--- config.mk ---
export PLATFORM = sky130hd
export DESIGN_NAME = dmairq_core
export DESIGN_NICKNAME = d
export VERILOG_FILES = /design/src/dmairq_core.v /design/src/dmairq_miss_cnt.v
export VERILOG_INCLUDE_DIRS = /design/src /design/src/src
export SDC_FILE = /design/constraint.sdc
export NUM_CORES = 1
export LEC_CHECK = 0
export BUFFER_PORTS_ARGS = -buffer_cell sky130_fd_sc_hd__buf_2
export CORE_AREA = 3 3 127 129
export DETAILED_ROUTE_END_ITERATION = 7
export DIE_AREA = 0 0 130 132
export PLACE_DENSITY_LB_ADDON = 0.08
export SLEW_MARGIN = 10
export SYNTH_ARGS = -nofsm -noshare
export SYNTH_HDL_FRONTEND = slang
export SYNTH_SLANG_ARGS = --single-unit
export TNS_END_PERCENT = 20
--- constraint.sdc ---
create_clock -name ref_clk_i -period 1.4 [get_ports ref_clk_i]
set_input_delay 0.14 -clock ref_clk_i [delete_from_list [all_inputs] [get_ports ref_clk_i]]
set_output_delay 0.14 -clock ref_clk_i [all_outputs]
set_load 0.01 [all_outputs]
--- src/dmairq_defs.vh ---
// constants of the dma interrupt enable, miss counter and pointer block
// assumes byte offsets on an 8-bit register address port
`ifndef DMAIRQ_DEFS_VH
`define DMAIRQ_DEFS_VH

// register offsets
`define DMAIRQ_OFF_IEN 8'h1c
`define DMAIRQ_OFF_MISS 8'h20
`define DMAIRQ_OFF_TXPTR 8'h50
`define DMAIRQ_OFF_RXPTR 8'h54
`define DMAIRQ_OFF_PEND 8'h58

// interrupt enable fields
`define DMAIRQ_IEN_NORMAL 16
`define DMAIRQ_IEN_ABNORMAL 15
`define DMAIRQ_IEN_RST 32'h00000000
`define DMAIRQ_IEN_WMASK 32'h0001c7e7

// status bit groups, bit 6 placed in the normal group
`define DMAIRQ_NORMAL_MASK 15'h4045
`define DMAIRQ_ABNORMAL_MASK 15'h07a2

// missed frame counter fields
`define DMAIRQ_NOBUF_LSB 0
`define DMAIRQ_NOBUF_MSB 15
`define DMAIRQ_NOBUF_WRAP 16
`define DMAIRQ_OVR_LSB 17
`define DMAIRQ_OVR_MSB 27
`define DMAIRQ_OVR_WRAP 28
`define DMAIRQ_NOBUF_W 16
`define DMAIRQ_OVR_W 11

// pending register fields
`define DMAIRQ_PEND_NSUM 16
`define DMAIRQ_PEND_ASUM 17
`define DMAIRQ_PEND_RXS_LSB 18
`define DMAIRQ_PEND_RXS_MSB 20

// pointer reset value
`define DMAIRQ_PTR_RST 32'h00000000

`endif

--- src/dmairq_core.v ---
// interrupt gating, missed frame counters and buffer pointers of the dma
// assumes one 50 mhz clock, inputs synchronous to it, and a status
// register outside that holds the event flags
//
// Summary of operation
// both resets clear every interrupt enable
// bit 16 gates the normal events
// bit 15 gates the abnormal events
// early receive needs bit 14 and 16
// early transmit needs bit 10 and 15
// receive watchdog needs bit 9 and 15
// receive halted needs bit 8 and 15
// receive no buffer needs bit 7 and 15
// receive done needs bit 6, paired with 16
// transmit underflow needs bit 5 and 15
// transmit no buffer needs bit 2 and 16
// transmit halted needs bit 1 and 15
// transmit done needs bit 0 and 16
// no-buffer drops count, cleared by read
// no-buffer count wrap flag, cleared by read
// fifo-full drops count, cleared by read
// fifo-full count wrap flag, cleared by read
// transmit buffer pointer readable, zero after reset
// receive buffer pointer readable, zero after reset
// reserved enable bits read zero, ignore writes
// no owned descriptor suspends receive, flags it
// irq while any enabled, summary-enabled event
// counters wrap, flag sticks, no count lost
//
// The plain strobed port was decided locally.
`default_nettype none
`include "dmairq_defs.vh"

module dmairq_core (
   // clock and reset
   input wire ref_clk_i,
   input wire srst_i,
   input wire soft_rst_i,
   // register port
   input wire [7:0] reg_addr_i,
   input wire [31:0] reg_wdata_i,
   input wire reg_wr_i,
   input wire reg_rd_i,
   output reg [31:0] reg_rdata_o,
   // status flags from the status register
   input wire [14:0] dma_status_i,
   // receive descriptor engine
   input wire rx_start_i,
   input wire rx_stop_i,
   input wire rx_fetch_i,
   input wire rx_desc_owned_i,
   output reg rx_no_buffer_set_o,
   output wire rx_suspended_o,
   // frame drop events
   input wire rx_nobuf_drop_i,
   input wire rx_fifo_full_drop_i,
   // current buffer addresses
   input wire tx_ptr_load_i,
   input wire [31:0] tx_ptr_i,
   input wire rx_ptr_load_i,
   input wire [31:0] rx_ptr_i,
   // interrupt
   output reg irq_o,
   output reg normal_irq_o,
   output reg abnormal_irq_o
);

   ////////////////////////////////////////////////////////////////////////
   // receive process states
   localparam [2:0] RXS_STOP = 3'b001;
   localparam [2:0] RXS_RUN = 3'b010;
   localparam [2:0] RXS_SUSP = 3'b100;

   ////////////////////////////////////////////////////////////////////////
   // declarations
   reg [31:0] dma_irq_enable_reg;
   reg [31:0] tx_current_buffer_ptr;
   reg [31:0] rx_current_buffer_ptr;
   reg [2:0] rx_state;
   reg [2:0] next_rx_state;
   reg next_no_buffer_set;
   reg [31:0] next_rdata;
   wire any_rst;
   wire wr_ien;
   wire rd_miss;
   wire [14:0] normal_events;
   wire [14:0] abnormal_events;
   wire [31:0] missed_frame_counters;
   wire [31:0] pend_word;
   wire [15:0] no_buffer_miss_count;
   wire no_buffer_count_wrap;
   wire [10:0] rx_overrun_miss_count;
   wire overrun_count_wrap;

   ////////////////////////////////////////////////////////////////////////
   // gating of one event group by its own enables and summary enable
   function [14:0] dmairq_gate;
      input [14:0] status;
      input [31:0] enables;
      input [14:0] group;
      input summary;
      begin
         dmairq_gate = status & enables[14:0] & group & {15{summary}};
      end
   endfunction

   ////////////////////////////////////////////////////////////////////////
   // reset and register decode
   assign any_rst = srst_i | soft_rst_i;
   assign wr_ien = reg_wr_i && (reg_addr_i == `DMAIRQ_OFF_IEN);
   assign rd_miss = reg_rd_i && (reg_addr_i == `DMAIRQ_OFF_MISS);

   ////////////////////////////////////////////////////////////////////////
   // interrupt enable register
   always @(posedge ref_clk_i) begin
      if (any_rst) begin
         dma_irq_enable_reg <= `DMAIRQ_IEN_RST;
      end else if (wr_ien) begin
         // only the defined enables take the write
         dma_irq_enable_reg <= reg_wdata_i & `DMAIRQ_IEN_WMASK;
      end
   end

   ////////////////////////////////////////////////////////////////////////
   // normal group: transmit done, transmit no buffer, receive done, early
   // receive, each with its own enable and bit 16
   assign normal_events = dmairq_gate(dma_status_i, dma_irq_enable_reg,
      `DMAIRQ_NORMAL_MASK,
      dma_irq_enable_reg[`DMAIRQ_IEN_NORMAL]);

   ////////////////////////////////////////////////////////////////////////
   // abnormal group: transmit halted, underflow, receive no buffer,
   // receive halted, watchdog, early transmit, each with bit 15
   assign abnormal_events = dmairq_gate(dma_status_i, dma_irq_enable_reg,
      `DMAIRQ_ABNORMAL_MASK,
      dma_irq_enable_reg[`DMAIRQ_IEN_ABNORMAL]);

   // bits 7, 5 and 1 of the abnormal group sit in the same mask
   // and share the abnormal summary enable

   ////////////////////////////////////////////////////////////////////////
   // interrupt request, one cycle behind the status flags
   always @(posedge ref_clk_i) begin
      if (any_rst) begin
         irq_o <= 1'b0;
         normal_irq_o <= 1'b0;
         abnormal_irq_o <= 1'b0;
      end else begin
         normal_irq_o <= |normal_events;
         abnormal_irq_o <= |abnormal_events;
         irq_o <= (|normal_events) | (|abnormal_events);
      end
   end

   ////////////////////////////////////////////////////////////////////////
   // receive process state: an attempt that finds no owned descriptor
   // suspends the process; a later attempt that finds one resumes it
   always @* begin
      next_rx_state = rx_state;
      next_no_buffer_set = 1'b0;
      case (rx_state)
         RXS_STOP: begin
            if (rx_start_i) begin
               next_rx_state = RXS_RUN;
            end
         end
         RXS_RUN: begin
            if (rx_stop_i) begin
               next_rx_state = RXS_STOP;
            end else if (rx_fetch_i && !rx_desc_owned_i) begin
               next_rx_state = RXS_SUSP;
               next_no_buffer_set = 1'b1;
            end
         end
         RXS_SUSP: begin
            if (rx_stop_i) begin
               next_rx_state = RXS_STOP;
            end else if (rx_fetch_i && rx_desc_owned_i) begin
               next_rx_state = RXS_RUN;
            end
         end
         default: begin
            next_rx_state = RXS_STOP;
         end
      endcase
   end

   ////////////////////////////////////////////////////////////////////////
   // receive state register and status set pulse
   always @(posedge ref_clk_i) begin
      if (any_rst) begin
         rx_state <= RXS_STOP;
         rx_no_buffer_set_o <= 1'b0;
      end else begin
         rx_state <= next_rx_state;
         rx_no_buffer_set_o <= next_no_buffer_set;
      end
   end

   assign rx_suspended_o = rx_state[2];

   ////////////////////////////////////////////////////////////////////////
   // missed frame counters, cleared as the register is read
   dmairq_miss_cnt #(
      .WIDTH(`DMAIRQ_NOBUF_W)
   ) u_nobuf_cnt (
      .ref_clk_i(ref_clk_i),
      .srst_i(any_rst),
      .inc_i(rx_nobuf_drop_i),
      .clr_i(rd_miss),
      .count_o(no_buffer_miss_count),
      .wrap_o(no_buffer_count_wrap)
   );

   dmairq_miss_cnt #(
      .WIDTH(`DMAIRQ_OVR_W)
   ) u_ovr_cnt (
      .ref_clk_i(ref_clk_i),
      .srst_i(any_rst),
      .inc_i(rx_fifo_full_drop_i),
      .clr_i(rd_miss),
      .count_o(rx_overrun_miss_count),
      .wrap_o(overrun_count_wrap)
   );

   ////////////////////////////////////////////////////////////////////////
   // counter register image, reserved top bits zero
   assign missed_frame_counters = {3'h0, overrun_count_wrap,
      rx_overrun_miss_count, no_buffer_count_wrap, no_buffer_miss_count};

   ////////////////////////////////////////////////////////////////////////
   // pending view: gated events, group summaries and receive state
   assign pend_word = {11'h000, rx_state, |abnormal_events,
      |normal_events, 1'b0, normal_events | abnormal_events};

   ////////////////////////////////////////////////////////////////////////
   // current buffer pointers, loaded by the descriptor engine
   always @(posedge ref_clk_i) begin
      if (any_rst) begin
         tx_current_buffer_ptr <= `DMAIRQ_PTR_RST;
         rx_current_buffer_ptr <= `DMAIRQ_PTR_RST;
      end else begin
         if (tx_ptr_load_i) begin
            tx_current_buffer_ptr <= tx_ptr_i;
         end
         if (rx_ptr_load_i) begin
            rx_current_buffer_ptr <= rx_ptr_i;
         end
      end
   end

   ////////////////////////////////////////////////////////////////////////
   // read multiplexer, unmapped offsets read zero
   always @* begin
      next_rdata = 32'h00000000;
      case (reg_addr_i)
         `DMAIRQ_OFF_IEN: begin
            next_rdata = dma_irq_enable_reg;
         end
         `DMAIRQ_OFF_MISS: begin
            next_rdata = missed_frame_counters;
         end
         `DMAIRQ_OFF_TXPTR: begin
            next_rdata = tx_current_buffer_ptr;
         end
         `DMAIRQ_OFF_RXPTR: begin
            next_rdata = rx_current_buffer_ptr;
         end
         `DMAIRQ_OFF_PEND: begin
            next_rdata = pend_word;
         end
         default: begin
            next_rdata = 32'h00000000;
         end
      endcase
   end

   ////////////////////////////////////////////////////////////////////////
   // read data register: valid the cycle after the strobe, else zero
   always @(posedge ref_clk_i) begin
      if (any_rst) begin
         reg_rdata_o <= 32'h00000000;
      end else if (reg_rd_i) begin
         reg_rdata_o <= next_rdata;
      end else begin
         reg_rdata_o <= 32'h00000000;
      end
   end

endmodule // dmairq_core

`default_nettype wire

--- src/dmairq_miss_cnt.v ---
// saturating-free missed frame counter with sticky wrap flag
// assumes clr_i is the one-cycle read strobe of the counter register
`default_nettype none

module dmairq_miss_cnt #(
   parameter WIDTH = 16
) (
   // clock and reset
   input wire ref_clk_i,
   input wire srst_i,
   // events
   input wire inc_i,
   input wire clr_i,
   // state
   output reg [WIDTH-1:0] count_o,
   output reg wrap_o
);

   ////////////////////////////////////////////////////////////////////////
   // count, wrap and clear on read
   always @(posedge ref_clk_i) begin
      if (srst_i) begin
         count_o <= {WIDTH{1'b0}};
         wrap_o <= 1'b0;
      end else if (clr_i) begin
         // reader saw the old value, a new frame starts the next count
         count_o <= inc_i ? {{(WIDTH-1){1'b0}}, 1'b1} : {WIDTH{1'b0}};
         wrap_o <= 1'b0;
      end else if (inc_i) begin
         count_o <= count_o + {{(WIDTH-1){1'b0}}, 1'b1};
         if (&count_o) begin
            wrap_o <= 1'b1;
         end
      end
   end

endmodule // dmairq_miss_cnt

`default_nettype wire

==> summary.md <==
| Metric | Value |
|---|---|
| Origin of the worst setup path | u_nobuf_cnt.count_o[12] |
| Number of clock sinks seen by CTS | approximately 140 |
| Placed Area | 0.00724 sq mm |
| Half-perimeter wire length after placement | about 13 mm |
| Syn Nets | around 750 |
| GP Congestion | between 0.8 and 0.9 |
| Residual overflow from global routing | 0 |
| Psw | 2.07 mW |
| Mean number of vias per cell | 5.02 |
| Die Area | 0.0172 sq mm |
| Outcome | finished with violations |
| Flops & latches, synth | 144 |
| Worst setup path category | reg2reg |
| Clock-pin slew of the registers on the worst-case setup and hold paths | 60 ps |
| Sort of element at the end of the critical path | flop |
| Number of port buffers | 143 |
| Leak Pwr | between 3 and 4 nW |
| EDFF count, synth | 0 |
| Die extent in x | 130 um |
| First-iteration detailed-routing DRC count | 328 |
| Post-route clock period utilization | 101% |
| Top-Level Pins | 169 |
| Setup repair after global routing missed its margin | yes |
| Placeable core region | approximately 0.015 sq mm |
| Start of the worst register-to-register path | u_nobuf_cnt.count_o[12] |
| Post-synthesis cell area | 0.00596 sq mm |
| Required time worst endpoint | between 1500 and 2000 ps |
| Die extent in y | 132 um |
| Post-Route Skew | 10.4 ps |
| Number of nets with antenna violations after routing | 0 |
| Layout overhead on the synthesized area | 45.7% |
| Combinational share of power | 7.9% |
| Effective utilization at floorplan | a little under 40% |
| Largest net degree at the start of global routing | 49 |
| Wire length reported by the detailed router | about 18 mm |
| Type of the most critical hold path | in2reg |
| Adder and majority cell fraction of the synthesized area | 0.420% |
| Core Rows | 45 |
| Commonest cells after routing, fill and taps aside | buf_2, dfxtp_1, nor2_1, dlygate4sd3_1, mux2i_1 |
| Worst-case hold slack | between 40 and 50 ps |
| Largest voltage drop on the vdd net | 0.871 mV |
| Area of all placed cells without fillers | 0.00869 sq mm |
| GRT Total Usage | 20.9% |
| Internal power of the cells | 7.47 mW |
| Simple logic cell fraction of the synthesized area | 18.4% |
| Total power consumption of the routed design | approximately 9.5 mW |
| Cell type of the slowest stage on the worst timing path | dfxtp_1 |
| DR pass1 iterations | 6 |
| Highest cell delay on the worst timing path | about 400 ps |
| Gate count of the mapped netlist | 620 |
| Total vias in the final route | 5,406 |
| Placement-stage worst setup slack | -369 ps |
| Power density over the cells | 1100 mW/mm^2 |
| Final count of hold timing violations | 0 |
| Max-slew violations | 0 |
| Routed WL per cell | 16.9 um |
| Main area contributors after synthesis | dfxtp_1, mux2i_1, nor2_1 |
| Reg-to-reg critical path endpoint | u_nobuf_cnt.count_o[15] |
| DRC violation count after routing | 0 |
| Synthesis warning total | 0 |
| Worst slew margin | between 60% and 70% |
| Biggest registers after layout | reg_rdata_o: 32 flops, rx_current_buffer_ptr: 32 flops, tx_current_buffer_ptr: 32 flops |
| Worst Reg-to-Reg Cells | 4 |
| Deepest clock path buffer count | 2 |
| Vias in the first global route | 5,457 |
| Critical-path maximum fanout | 4 |
| Final layout net count | 1,010 |
| Commonest register cell after synthesis | dfxtp_1 |
| Minimum clock period | 1410 ps |
| Synth top area share | 48.3% |
| Number of buffers created by CTS | 17 |
| Clock root buffer master | clkbuf_16 |
| Least-Margin Pin Slew | 509 ps |
| Maximum operating frequency | slightly above 700 MHz |
| Dominant combinational cell family by area after synthesis | simple AND/OR/NAND/NOR gates |
| Leading cell type in the layout, fill and taps excluded | buf_2 |
| Count of cell types in the netlist | 53 |
| Share of flip-flops with an asynchronous set or reset | 0% |
| Total of max-cap violations | 0 |
| Failing checks | setup timing |
| Cell type contributing the most total cell area after synthesis | dfxtp_1 |
| Synthesized-area fraction occupied by xor and xnor cells | 3.38% |
| Worst-skew pair later-pin latency | between 400 and 500 ps |
| Synthesized area per cell | 9.62 sq um |
| Setup slack, reg-to-reg | -10 ps |
| Clock tree from TritonCTS | done |
| Proportion of synthesized area in mux cells | 12.5% |
| Complex-gate fraction of the synthesized area | 13.2% |
| Antenna diode count | 0 |
| Seq/Total Area, Yosys | 48.3% |
| Final setup violating endpoints | 1 |
| Initial antenna violation count | 1 |
| Worst EP arrival | 1760 ps |
| Element type at the critical path start | flop |
| Fraction of power spent switching nets | 21.7% |
| Sequential group share of total power | 44.2% |
| Clock Power Share | 47.9% |
| Wire length of the first global-routing pass | between 20 and 30 mm |
| Crit-path cells | nand2_1 > or3_4 > or3_1 > a21oi_2 |
| Maximum level of the CTS H-tree | 4 |
| Post-route worst setup slack | -12.0 ps |
| Sum Neg Setup Slack | -12.0 ps |
| End point of the critical path | u_nobuf_cnt.count_o[15] |
| Fraction of final layout cells with drive strength greater than 1 | 32.4% |
## area by class of cell
class	count	area [sq um]
well taps	188	235
clock inverters	11	138
repair buffers	279	2010
inverters	6	22.5
fillers	1362	6450
multi-input cells	428	2930
clock buffers	21	460
flip-flops and latches	144	2900
## power by group through the flow
stage | logic [mW] | registers (mW) | clock network (mW)
after floorplan | 0.306 | 4.28 | 0
after global placement | 0.575 | 4.30 | 0
after detailed placement | 0.589 | 4.30 | 0
after CTS | 0.753 | 4.21 | 4.66
after global routing | 0.825 | 4.22 | 4.83
final | 0.758 | 4.21 | 4.57
## synth_stat cells (9+ instances only)
library cell  instances
a21oi_1              17
a21oi_2              11
a222oi_1             16
a22o_1               12
a22oi_1              15
buf_2                 9
clkbuf_1             20
dfxtp_1             144
mux2i_1              69
nand2_1              53
nand2_2               9
nand4_1              10
nor2_1              113
o2bb2ai_1            10
xor2_1               15
## worst max-delay path: cells and delay by family, from the launching register on
family | cells | cell delay (ps)
AO/OA/AOI/OAI | 1 | 140
flip-flops | 1 | 400
AND/OR/NAND/NOR | 3 | 800
## stage by stage
stage / util (%) / std cells
finish: 57.4 / 1077
global route: 57.4 / 1077
CTS: 56.9 / 1076
detailed placement: 47.8 / 968
global placement: 47.8 / 968
floorplan: - / 620
## timing repair
item / in CTS / in global routing
setup endpoints to repair: 5 / 8
hold buffers: 76 / 0
buffers inserted: 0 / 1
pin swaps: 2 / 4
hold endpoints to repair: 76 / 0
resized for setup: 7 / 18
## per-layer routing
layer	GRT usage, %	wire, um	vias to the layer above
met5	0	13	-
met1	27.7	8580	2529
met2	33.6	8460	138
met3	5.31	874	25
met4	6.00	293	2
li1	-	-	2712
## how the worst min path moves through the flow
stage                    start                   endpoint  slack [ps]  depth (start not counted)
6_report       rx_desc_owned_i                rx_state[2]          40                          4
5_1_grt             rx_fetch_i                rx_state[2]          50                          4
4_1_cts        rx_desc_owned_i                rx_state[2]          20                          4
3_5_place_dp      tx_ptr_i[13]  tx_current_buffer_ptr[13]         380                          3
3_3_place_gp      tx_ptr_i[13]  tx_current_buffer_ptr[13]         370                          3
2_1_floorplan           srst_i                rx_state[0]         260                          2
## kinds of logic after synthesis
group,Yosys count
buffers and inverters,48
muxes,74
AOI/OAI and AO/OA,98
DFF,144
xor gates and xnor gates,23
adders and majority gates,2
and+or+nand+nor,231
Power figures use the tool's default switching activity.
